<file path="config.mk">
export PLATFORM = sky130hd
export DESIGN_NAME = osec_ctrl
export DESIGN_NICKNAME = d
export VERILOG_FILES = /design/src/osec_pkg.sv /design/src/osec_ctrl.sv /design/src/osec_sync.sv
export SDC_FILE = /design/constraint.sdc
export NUM_CORES = 1
export LEC_CHECK = 0
export ABC_AREA = 1
export BUFFER_PORTS_ARGS = -buffer_cell sky130_fd_sc_hd__buf_2
export CAP_MARGIN = 30
export CORE_ASPECT_RATIO = 0.75
export CORE_MARGIN = 2
export CORE_UTILIZATION = 45
export DETAILED_ROUTE_END_ITERATION = 16
export GPL_TIMING_DRIVEN = 0
export PLACE_DENSITY_LB_ADDON = 0.05
export SYNTH_ARGS = -nofsm -noshare
export SYNTH_HDL_FRONTEND = slang
export SYNTH_SLANG_ARGS = --single-unit
</file>
<file path="constraint.sdc">
create_clock -name clock -period 2.1 [get_ports clock]
set_input_delay 0 -clock clock [delete_from_list [all_inputs] [get_ports clock]]
set_output_delay 0 -clock clock [all_outputs]
set_load 0.1 [all_outputs]
</file>
<file path="src/osec_pkg.sv">
// Purpose: Shared constants and carrier types for the one-second timer and global control block
// Assumes: Transmit input clock of the first framer is sampled as an ordinary input on the system clock
// Notes:   Timer and pulse counts and their reset values used by the block live here

package osec_pkg;

   // Transmit input clock rates; one second is this many clock edges
   localparam int unsigned DS3_TX_HZ = 44736000;
   localparam int unsigned E3_TX_HZ  = 34368000;

   // Width of the one-second edge counter
   localparam int unsigned TIMER_W = 26;

   // Length of the marker pulse in transmit clock edges
   localparam logic [4:0] MARK_PULSE_TICKS = 5'h10;

   // Reset values
   localparam logic [TIMER_W-1:0] TIMER_RESET = 26'h0000000;
   localparam logic [4:0]         PULSE_RESET = 5'h00;

   // One two-way pin seen from the core side
   typedef struct packed
   {
      logic out;   // Level driven when enabled
      logic oe;    // High while the device drives the pin
   } osec_pad_t;

endpackage

</file>
<file path="src/osec_ctrl.sv">
// Purpose: One-second timer, marker pin and device-wide reset and float control
// Assumes: Transmit input clock and marker input are asynchronous and pass the synchroniser
// Notes:   Counter latch strobe goes to the framer counters; pins_enable gates all other pads
//
// Contract
// While general reset is low, all counters and registers return to defaults.
// Outside party keeps transmit, line and dejittered clocks running during reset.
// Float control high puts every output and two-way pin in high impedance.
// Float control low lets outputs and two-way pins drive normally.
// The one-second interval start is the instant event counters latch.
// As input, the marker pin rising edge realigns the internal one-second timer.
// As output, the marker pin rises at each one-second interval start.
// Output timing counts only the first framer's transmit input clock.
// Each driven marker pulse stays high sixteen source clocks, then falls.
// Transmit clock is 44.736 MHz in DS3, 34.368 MHz in E3.
// A setting picks marker direction; pin stays floating after reset until output.

`timescale 1ns/1ps
`default_nettype none

module osec_ctrl
#(
   parameter int unsigned DS3_TICKS = osec_pkg::DS3_TX_HZ,
   parameter int unsigned E3_TICKS  = osec_pkg::E3_TX_HZ
)
(
   // Clock and reset
   input  wire logic          clock,
   input  wire logic          rst,
   // Device pins
   input  wire logic          general_reset_n,
   input  wire logic          output_float_control,
   input  wire logic          first_framer_tx_clock,
   input  wire logic          second_mark_in,
   output osec_pkg::osec_pad_t second_mark,
   // Configuration
   input  wire logic          e3_mode,
   input  wire logic          second_mark_as_output,
   // To the rest of the device
   output logic               device_reset,
   output logic               pins_enable,
   output logic               counter_latch
);

   logic                         nreset_q;
   logic                         tx_tick;
   logic                         mark_rise;
   logic                         dir_out;
   logic [osec_pkg::TIMER_W-1:0] timer;
   logic [osec_pkg::TIMER_W-1:0] limit;
   logic                         wrap;
   logic                         interval_start;
   logic [4:0]                   pulse_left;
   logic                         mark_level;
   logic [4:0]                   hi_ticks;

   // Pin synchronisers
   osec_sync #(.INIT(1'b1)) u_nreset_sync
   (
      .clock (clock),
      .rst   (rst),
      .d     (general_reset_n),
      .q     (nreset_q),
      .rise  ()
   );

   osec_sync #(.INIT(1'b0)) u_txclk_sync
   (
      .clock (clock),
      .rst   (rst),
      .d     (first_framer_tx_clock),
      .q     (),
      .rise  (tx_tick)
   );

   osec_sync #(.INIT(1'b0)) u_mark_sync
   (
      .clock (clock),
      .rst   (rst),
      .d     (second_mark_in),
      .q     (),
      .rise  (mark_rise)
   );

   // Device-wide reset level from either source
   always_ff @(posedge clock)
   begin
      device_reset <= rst || !nreset_q;
   end

   // Direction setting, floating until configured as output
   always_ff @(posedge clock)
   begin
      if (device_reset)
         dir_out <= 1'b0;
      else
         dir_out <= second_mark_as_output;
   end

   // Terminal count per line mode
   assign limit = e3_mode ? osec_pkg::TIMER_W'(E3_TICKS - 1) : osec_pkg::TIMER_W'(DS3_TICKS - 1);
   assign wrap  = tx_tick && (timer >= limit);   // A mode change to a shorter second still wraps

   // Interval start: own timer as output, pin edge as input
   assign interval_start = dir_out ? wrap : mark_rise;

   // One-second timer counted on first framer transmit clock edges
   always_ff @(posedge clock)
   begin
      if (device_reset)
         timer <= osec_pkg::TIMER_RESET;
      else if (!dir_out && mark_rise)
         timer <= osec_pkg::TIMER_RESET;
      else if (wrap)
         timer <= osec_pkg::TIMER_RESET;
      else if (tx_tick)
         timer <= timer + 1'b1;
   end

   // Marker pulse, sixteen transmit clock edges long
   always_ff @(posedge clock)
   begin
      if (device_reset)
      begin
         pulse_left <= osec_pkg::PULSE_RESET;
         mark_level <= 1'b0;
      end
      else if (dir_out && interval_start)
      begin
         pulse_left <= osec_pkg::MARK_PULSE_TICKS;
         mark_level <= 1'b1;
      end
      else if (tx_tick && (pulse_left != 5'h00))
      begin
         pulse_left <= pulse_left - 1'b1;
         if (pulse_left == 5'h01)
            mark_level <= 1'b0;
      end
   end

   // Latch strobe to the event counters
   always_ff @(posedge clock)
   begin
      if (device_reset)
         counter_latch <= 1'b0;
      else
         counter_latch <= interval_start;
   end

   // Pad control; float acts at once, independent of internal state
   assign pins_enable     = !output_float_control;
   assign second_mark.out = mark_level;
   assign second_mark.oe  = dir_out && !device_reset && !output_float_control;

   // Helper: transmit edges counted while the marker is high
   always_ff @(posedge clock)
   begin
      if (device_reset || interval_start)
         hi_ticks <= 5'h00;
      else if (tx_tick && mark_level)
         hi_ticks <= hi_ticks + 1'b1;
   end
endmodule // osec_ctrl

`default_nettype wire

</file>
<file path="src/osec_sync.sv">
// Purpose: Three-stage synchroniser for an input from outside the clock domain
// Assumes: Input may change at any time relative to clock
// Notes:   Output level moves only when stages two and three agree; rise is a one-cycle pulse

`timescale 1ns/1ps
`default_nettype none

module osec_sync
#(
   parameter logic INIT = 1'b0
)
(
   // Clock and reset
   input  wire logic clock,
   input  wire logic rst,
   // Raw input
   input  wire logic d,
   // Filtered level and its rising edge
   output logic      q,
   output logic      rise
);

   logic s1;
   logic s2;
   logic s3;

   // Shift chain; first stage feeds only the second
   always_ff @(posedge clock)
   begin
      if (rst)
      begin
         s1 <= INIT;
         s2 <= INIT;
         s3 <= INIT;
      end
      else
      begin
         s1 <= d;
         s2 <= s1;
         s3 <= s2;
      end
   end

   // Accept a change once the later stages agree
   always_ff @(posedge clock)
   begin
      if (rst)
      begin
         q    <= INIT;
         rise <= 1'b0;
      end
      else
      begin
         rise <= (s2 == s3) && s3 && !q;
         if (s2 == s3)
            q <= s3;
      end
   end

endmodule // osec_sync

`default_nettype wire

</file>
==> flow_summary.ini, run 1 <==
[timing]
fin_ws_ns = 0.268
finalHoldViolCount = 0
worst_slew_pin_slew_ns = 0.485
fin_skew_ns = 0.0127
period_minus_slack_ns = 1.83
relSlewSlack_pct = 67.9
whs_ns = 0.410
drv_slew = 0
fmax_mhz = 546
finalSetupViolCount = 0
fin_setup_tns_ns = 0
grt_setup_unrepaired = no
timing.final.crit_share_pct = 87.2

[worst_hold_path]
hold_end = device_reset
hold_path_class = register to register
worstHoldPathCells = 1
min_from = u_nreset_sync.q

[die]
row_count = 23
chipWidth_um = 90.2
start_util_pct = 46.9
die_h_um = 68.7
core_um2 = 5350
io_pins = 13
dieArea_um2 = 6190

[synth]
syn_area_per_cell_um2 = 7.40
synthFlopType = dfxtp_1
ys_ff_latch = 49
async_flop_share_pct = 0
yosys.area_share.xor_xnor_pct = 9.08
synth_seq_area_share_pct = 39.1
yosys.area_share.adder_pct = 7.48
syn_area_um2 = 2510
yosysTopAreaCell = dfxtp_1
synth_compound_area_share_pct = 3.39
ys_types = 25
syn_nets = 362
synth_top_area_share_pct = 39.1
synth_top_family_by_area = simple AND/OR/NAND/NOR gates
yosysWarnings = 0
synth.area.mux_share_pct = 0.399
yosysMostFrequentCell = nand2_1
synth_edf_count = 0
ys_top_cells_by_area = dfxtp_1 (39%), nand2_1 (9.6%), nor2_1 (8.4%)
netlist_instances = 339
synth_common_cells = nand2_1 (64), nor2_1 (56), inv_1 (52), dfxtp_1 (49), xor2_1 (18)
yosys.area_share.simple_pct = 30.8

[drt]
first_pass_iters = 4
wl_per_cell_um = 10.8
wl_um = 4750
drtAntennaViolNets = 0
via_count = 1981
drc_errors = 0
drt_iter0_drc = 88
viasPerCell = 4.51

[placed_design]
post-dp-hpwl_um = 3660
place_ws_ns = 0.301
place.gp.congestion = 0.790
portBuffers = 12
postPlaceCellArea_um2 = 2670

[critical_path]
cp_slowest_stage_delay_ns = 0.42
slowest_stage = dfxtp_1
crit_top_cell = a21oi_1
rrSetupSlack_ns = 0.27
rr_worst_depth = 9
cp_max_fo = 10
criticalPathCategory = register to register
rr_endpoint = timer[9]
cp_top_family = simple AND/OR/NAND/NOR gates
crit_path_start_kind = register
worstPathCellList = ha_1 > a21oi_1 > nand2_1 > a21oi_1 > nand3_2 > nand2_2 > nand3_4 > buf_6 > nor2_1
r2r-start = timer[21]
cp.required_ns = 2.34
crit_cells = 9
cp_num_buf_inv = 1
critPathArrivalTime_ns = 2.07
endpoint_kind = register

[global_routing]
grt_pass1_wl_um = 7840
antenna_found_initial = 0
grt.overflow.total = 0
grt_max_degree = 18
first_global_vias = 1739
grt_use_total_pct = 16.1

[flow_run]
cap_violations = 0

[finish]
nets = 386
diodes = 0
syn2layout_area_growth_pct = 12.1
largest-register = timer
reg_top3 = timer (26), pulse_left (5)
multiInputGateArea_um2 = 1290
drive_gt1_share_pct = 12.6
fin_area_um2 = 2810
largest_reg_flops = 26
seqCellArea_um2 = 981
final.fill_count = 558

[power]
fin_total_pwr_mw = 1.61
p_per_area_nw_per_um2 = 573
leakage_nw = 1.18
vdd_drop_max_uv = 375

[clocking]
clk_pin_slew_ns = 0.10
hold_buffers = 5
cts_buffers = 5
clock_latency_ns = 0.30
cts_buffer_depth = 2
cts_tree = done
h-tree-depth = 2
post_cts_buffers = 0
cts_num_sinks = 49
cts_resized = 0
cts_root_buffer = clkbuf_8

[outcome]
status = finished clean
-- power breakdown --
| part | leakage, nW | internal, mW | switching, mW |
|---|---|---|---|
| sequential | 0.397 | 0.940 | 0.00593 |
| combinational | 0.738 | 0.0309 | 0.0562 |
| clock | 0.0447 | 0.241 | 0.336 |
-- kinds of logic (layout without fill, tap and decap cells) --
group | Yosys count | count (layout)
buffers and inverters | 59 | 84
XOR/XNOR | 26 | 26
multiplexers | 1 | 1
flip-flops | 49 | 49
AND/OR/NAND/NOR | 172 | 172
adder cells (fa/ha/maj) | 15 | 15
AO/OA/AOI/OAI | 17 | 17
-- placed cells by master (no fill, tap or decap) --
master / n
clkinvlp_4: 1
nand2_1: 64
a21oi_1: 10
clkinv_4: 1
nand3_1: 14
inv_2: 1
o21ai_0: 7
nand3_4: 1
buf_2: 13
clkbuf_8: 5
buf_4: 2
clkbuf_1: 1
dlygate4sd3_1: 5
ha_1: 15
inv_1: 52
dfxtp_1: 49
mux2i_1: 1
nor4_1: 1
nor3_2: 1
buf_6: 2
inv_6: 1
xor2_1: 18
nor2_1: 56
nor3b_2: 1
nand4_1: 9
nand2_2: 2
nand3_2: 2
xnor2_1: 8
or2_2: 4
nor2_2: 9
nor3_1: 8
-- worst max path at each step --
stage                       from        endpoint  slack, ns
global placement       timer[21]       timer[11]       0.35
floorplan           device_reset  second_mark[0]       0.06
CTS                    timer[21]        timer[9]       0.27
finish                 timer[21]        timer[9]       0.27
detailed placement     timer[21]        timer[9]       0.30
global route           timer[21]        timer[9]       0.08
-- per-stage QoR --
| step | instances | utilization [%] |
|---|---|---|
| 2_1_floorplan | 339 | - |
| 3_3_place_gp | 426 | 49.8 |
| 3_5_place_dp | 426 | 49.8 |
| 4_1_cts | 439 | 52.5 |
| 5_1_grt | 439 | 52.5 |
| 6_report | 439 | 52.5 |
-- area by class of cell --
class / count / area share, %
plain buffers: 6 / 1.65
clock buffers: 5 / 2.45
clock inverters: 3 / 0.890
inverters: 53 / 7.08
multi-input cells: 231 / 45.8
flip-flops and latches: 49 / 34.9
well taps: 75 / 3.34
repair buffers: 17 / 3.92
-- routing by layer --
layer | global-route usage, % | share of wire [%]
met5 | 0 | 0
met2 | 24.6 | 40
met1 | 22.8 | 56
met4 | 4.62 | 0.84
met3 | 3.91 | 3.4
Power figures use the tool's default switching activity.
==> inputs of run 2 (changes only) <==
--- a/config.mk
+++ b/config.mk
@@ -10,7 +10,7 @@
 export CAP_MARGIN = 30
 export CORE_ASPECT_RATIO = 0.75
 export CORE_MARGIN = 2
-export CORE_UTILIZATION = 45
+export CORE_UTILIZATION = 50
 export DETAILED_ROUTE_END_ITERATION = 16
 export GPL_TIMING_DRIVEN = 0
 export PLACE_DENSITY_LB_ADDON = 0.05
==> run 2 against run 1 <==
Hold slack worse by 0.0061 ns. Final area down 0.62%. Maximum frequency up 2.1%. Sequential share of layout area up 0.22 points. Clock skew down 0.0030 ns. Sequential power about the same. Combinational power down 0.5%. Die area down 9.5%. Critical path depth unchanged. Critical endpoint is now timer[18].
==> flow_summary.ini, run 2 (synthesis gave the netlist of run 1 again) <==
[outcome]
status = finished clean

[clocking]
cts_root_buffer = clkbuf_8
cts_num_sinks = 49
cts_buffers = 5
post_cts_buffers = 0
h-tree-depth = 2
cts_tree = done
clk_pin_slew_ns = 0.10
hold_buffers = 5
clock_latency_ns = 0.30
cts_resized = 0
cts_buffer_depth = 2

[finish]
drive_gt1_share_pct = 12.6
largest-register = timer
reg_top3 = timer (26), pulse_left (5)
instances_no_fill = 424
largest_reg_flops = 26
layout_commonest_cell = nand2_1
final_cell_mix = nand2_1 (64), nor2_1 (56), inv_1 (52), dfxtp_1 (49), xor2_1 (18)
final.fill_count = 482
diodes = 0
fin_area_um2 = 2790
syn2layout_area_growth_pct = 11.4
nets = 386

[drt]
wl_um = 4540
drt_iter0_drc = 76
drc_errors = 0
viasPerCell = 4.70
via_count = 1992
first_pass_iters = 4
drtAntennaViolNets = 0
wl_per_cell_um = 10.7

[critical_path]
critPathArrivalTime_ns = 2.03
slowest_stage = dfxtp_1
criticalPathCategory = register to register
endpoint_kind = register
cp.required_ns = 2.34
rrSetupSlack_ns = 0.31
cp_max_fo = 10
crit_top_cell = a21oi_1
cp_slowest_stage_delay_ns = 0.42
rr_endpoint = timer[18]
crit_path_start_kind = register
worstPathCellList = ha_1 > a21oi_1 > nand2_1 > a21oi_1 > nand3_2 > nand2_2 > nand3_4 > buf_6 > nor2_1
rr_worst_depth = 9
r2r-start = timer[21]

[timing]
fmax_mhz = 558
finalSetupViolCount = 0
period_minus_slack_ns = 1.79
finalHoldViolCount = 0
grt_setup_unrepaired = no
fin_setup_tns_ns = 0
fin_skew_ns = 0.00971
drv_slew = 0
worst_slew_pin_slew_ns = 0.631
relSlewSlack_pct = 57.5
timing.final.crit_share_pct = 85.4

[global_routing]
grt_max_degree = 18
first_global_vias = 1827
grt_pass1_wl_um = 8220
antenna_found_initial = 0
grt.overflow.total = 0
grt_use_total_pct = 18.5

[power]
leakage_nw = 1.18
clockPowerShare_pct = 35.8
p_seq_share_pct = 58.8
power.internal_mw = 1.21
power_switching_share_pct = 24.6
vdd_drop_max_uv = 417
pwr-share-comb_pct = 5.4
power_switching_uw = 396
p_per_area_nw_per_um2 = 576

[worst_hold_path]
worstHoldPathCells = 2
hold_end = u_mark_sync.s2
min_from = u_mark_sync.s1
hold_path_class = register to register

[die]
dieArea_um2 = 5610
io_pins = 13
start_util_pct = 51.5
die_h_um = 65.3
row_count = 22
chipWidth_um = 85.8
core_um2 = 4870

[placed_design]
postPlaceCellArea_um2 = 2650
place.gp.congestion = 0.843
post-dp-hpwl_um = 3540
dp_cells = 411
portBuffers = 12

[flow_run]
cap_violations = 0
[run 2: cell count changes in the layout (fill, tap and decap cells not counted), sizes merged]
cell	before	now
clkinv	1	0
clkinvlp	1	2
[run 2: worst max-delay path: cells and delay by family (launching register included)]
family,cells,cell delay (ns)
DFF,1,0.42
AOI/OAI and AO/OA,2,0.36
buffers and inverters,1,0.18
and+or+nand+nor,5,0.49
adders and majority gates,1,0.29
[run 2: power groups by stage]
stage / logic [mW] / clock network [mW] / registers, mW
6_report: 0.0867 / 0.577 / 0.946
5_1_grt: 0.0982 / 0.627 / 0.948
4_1_cts: 0.0883 / 0.599 / 0.946
3_5_place_dp: 0.0809 / 0 / 0.968
3_3_place_gp: 0.0799 / 0 / 0.968
2_1_floorplan: 0.0517 / 0 / 0.974
[run 2: area by class of cell]
cell class	count	area, µm²	area share [%]
Buffer	6	46.3	1.66
Clock inverter	3	26.3	0.940
Multi-Input combinational cell	231	1290	46.1
Sequential cell	49	981	35.1
Timing Repair Buffer	17	110	3.94
Clock buffer	5	68.8	2.46
Inverter	53	199	7.12
Tap cell	60	75.1	2.69
[run 2: worst max-delay path by stage]
stage,startpoint,end,slack (ns),cells after the start
after global routing,timer[21],timer[15],0.09,9
after CTS,timer[21],timer[18],0.29,9
after floorplan,device_reset,second_mark[0],0.06,1
final,timer[21],timer[18],0.31,9
after global placement,timer[21],timer[15],0.35,9
after detailed placement,timer[21],timer[18],0.34,9
[run 2: per-layer routing]
layer | wire [µm] | GRT usage (%) | share of wire [%]
met5 | 0 | 0 | 0
met1 | 2560 | 27.7 | 56
met4 | 25 | 5.36 | 0.55
met3 | 167 | 3.77 | 3.7
met2 | 1790 | 26.9 | 39
[run 2: per-stage QoR]
stage          hold WS (ns)  total power [mW]  worst slack [ns]  utilization (%)
2_1_floorplan         0.104              1.03            0.0555                -
3_3_place_gp          0.184              1.05             0.355             54.4
3_5_place_dp          0.187              1.05             0.336             54.4
4_1_cts               0.402              1.63             0.293             57.3
5_1_grt               0.421              1.67            0.0907             57.3
6_report              0.404              1.61             0.306             57.3
==> inputs of run 3 (changes only) <==
--- a/config.mk
+++ b/config.mk
@@ -12,7 +12,6 @@
 export CORE_MARGIN = 2
 export CORE_UTILIZATION = 50
 export DETAILED_ROUTE_END_ITERATION = 16
-export GPL_TIMING_DRIVEN = 0
 export PLACE_DENSITY_LB_ADDON = 0.05
 export SYNTH_ARGS = -nofsm -noshare
 export SYNTH_HDL_FRONTEND = slang
==> run 3 against run 2 <==
Sequential power barely moved. Count of clock-buffer cells in the layout did not move. Final area fell by 0.58%. Wire length fell by 1.1%. Clock power rose by 3%. Via count fell by 0.55%. Global-route usage fell by 0.41 points. Maximum frequency fell by 1.6%. Die area did not move. Flip-flop and latch count did not move. Critical path type unchanged. Largest cell class unchanged.
==> flow_summary.ini, run 3 (synthesis gave the netlist of run 1 again) <==
[outcome]
status = finished clean

[critical_path]
rr_endpoint = timer[22]
critPathArrivalTime_ns = 2.06
rr_worst_depth = 8
rrSetupSlack_ns = 0.28
crit_path_start_kind = register
endpoint_kind = register
cp_max_fo = 26
cp.required_ns = 2.33
criticalPathCategory = register to register
r2r-start = timer[21]

[clocking]
clock_latency_ns = 0.30
cts_resized = 0
cts_root_buffer = clkbuf_8
cts_buffers = 5
clk_pin_slew_ns = 0.10
cts_tree = done
cts_buffer_depth = 2
cts_num_sinks = 49
h-tree-depth = 2

[worst_hold_path]
hold_end = u_txclk_sync.s2
hold_path_class = register to register
min_from = u_txclk_sync.s1
worstHoldPathCells = 2

[die]
io_pins = 13
die_h_um = 65.3
chipWidth_um = 85.8
start_util_pct = 51.5
row_count = 22
dieArea_um2 = 5610
core_um2 = 4870

[power]
power.internal_mw = 1.22
power_switching_uw = 405
leakage_nw = 1.17
clockPowerShare_pct = 36.6
power_switching_share_pct = 24.9
vdd_drop_max_uv = 347
p_seq_share_pct = 58.3
p_per_area_nw_per_um2 = 584
pwr-share-comb_pct = 5.1

[global_routing]
first_global_vias = 1799
grt_pass1_wl_um = 8070
grt_max_degree = 27
antenna_found_initial = 0
grt.overflow.total = 0
grt_use_total_pct = 18.1

[timing]
worst_slew_pin_slew_ns = 0.488
timing.final.crit_share_pct = 86.8
whs_ns = 0.405
fmax_mhz = 548
period_minus_slack_ns = 1.82
fin_skew_ns = 0.00884
drv_slew = 0
grt_setup_unrepaired = no
fin_ws_ns = 0.277
finalHoldViolCount = 0
relSlewSlack_pct = 67.2
fin_setup_tns_ns = 0
finalSetupViolCount = 0

[drt]
first_pass_iters = 4
viasPerCell = 4.71
wl_per_cell_um = 10.7
drc_errors = 0
via_count = 1981
drtAntennaViolNets = 0
wl_um = 4490
drt_iter0_drc = 166

[finish]
drive_gt1_share_pct = 11.6
fin_area_um2 = 2780
diodes = 0
syn2layout_area_growth_pct = 10.7
reg_top3 = timer (26), pulse_left (5)
final_cell_mix = nand2_1 (64), nor2_1 (56), inv_1 (52), dfxtp_1 (49), xor2_1 (18)
largest_reg_flops = 26
nets = 383
layout_commonest_cell = nand2_1
largest-register = timer

[flow_run]
cap_violations = 0

[placed_design]
place.gp.congestion = 0.790
postPlaceCellArea_um2 = 2610
portBuffers = 12
place_ws_ns = 0.242
post-dp-hpwl_um = 3330
-- run 3: cell types whose count changed in the layout (fill, tap and decap cells not counted), sizes merged --
cell,previous run,this run
clkbuf,6,5
dlygate4sd3,5,7
clkinvlp,2,0
inv,54,55
clkinv,0,1
buf,17,13
-- run 3: per-layer routing --
| layer | up-vias | share of wire [%] | global-route usage (%) | wire, µm |
|---|---|---|---|---|
| li1 | 1083 | - | - | - |
| met1 | 864 | 54 | 26.6 | 2440 |
| met2 | 34 | 42 | 27.1 | 1890 |
| met3 | 0 | 3.6 | 3.39 | 163 |
| met4 | 0 | 0 | 5.36 | 0 |
| met5 | - | 0 | 0 | 0 |
-- run 3: what timing repair did --
| action | CTS | global route |
|---|---|---|
| setup endpoints to repair | 0 | 0 |
| setup buffers | 0 | 0 |
| hold buffers | 7 | 0 |
| hold endpoints to repair | 8 | 0 |
-- run 3: cell type report --
| type | instances | area, µm² |
|---|---|---|
| flip-flops and latches | 49 | 981 |
| inverters | 53 | 199 |
| repair buffers | 20 | 138 |
| clock buffers | 5 | 68.8 |
| well taps | 60 | 75.1 |
| multi-input cells | 231 | 1290 |
| clock inverters | 3 | 28.8 |
| fillers | 482 | 2090 |
-- run 3: worst max path at each step --
stage / from / end / slack (ns) / cells after the start
finish: timer[21] / timer[22] / 0.28 / 8
global route: timer[21] / timer[16] / 0.06 / 8
CTS: timer[21] / timer[22] / 0.24 / 8
detailed placement: timer[21] / timer[22] / 0.24 / 8
global placement: timer[21] / timer[22] / 0.31 / 8
floorplan: device_reset / second_mark[0] / 0.06 / 1
-- run 3: critical path, cell delays in order (launching register included) --
cell and delay, ns:
dfxtp_1 0.41, ha_1 0.28, a21oi_1 0.15, nand2_1 0.07
a21oi_1 0.20, nand3_2 0.11, nand2_2 0.08, nand3_4 0.27
nor2_1 0.19
-- run 3: power groups by stage --
stage	clock network (mW)	logic, mW	registers [mW]
after floorplan	0	0.0517	0.974
after global placement	0	0.0730	0.968
after global routing	0.666	0.0933	0.948
after CTS	0.619	0.0844	0.947
after detailed placement	0	0.0743	0.968
final	0.593	0.0833	0.947
-- run 3: per-stage QoR --
step           utilization (%)  power, mW  instances
2_1_floorplan                -       1.03        339
3_3_place_gp              53.6       1.04        406
3_5_place_dp              53.6       1.04        406
4_1_cts                   57.0       1.65        421
5_1_grt                   57.0       1.71        421
6_report                  57.0       1.62        421
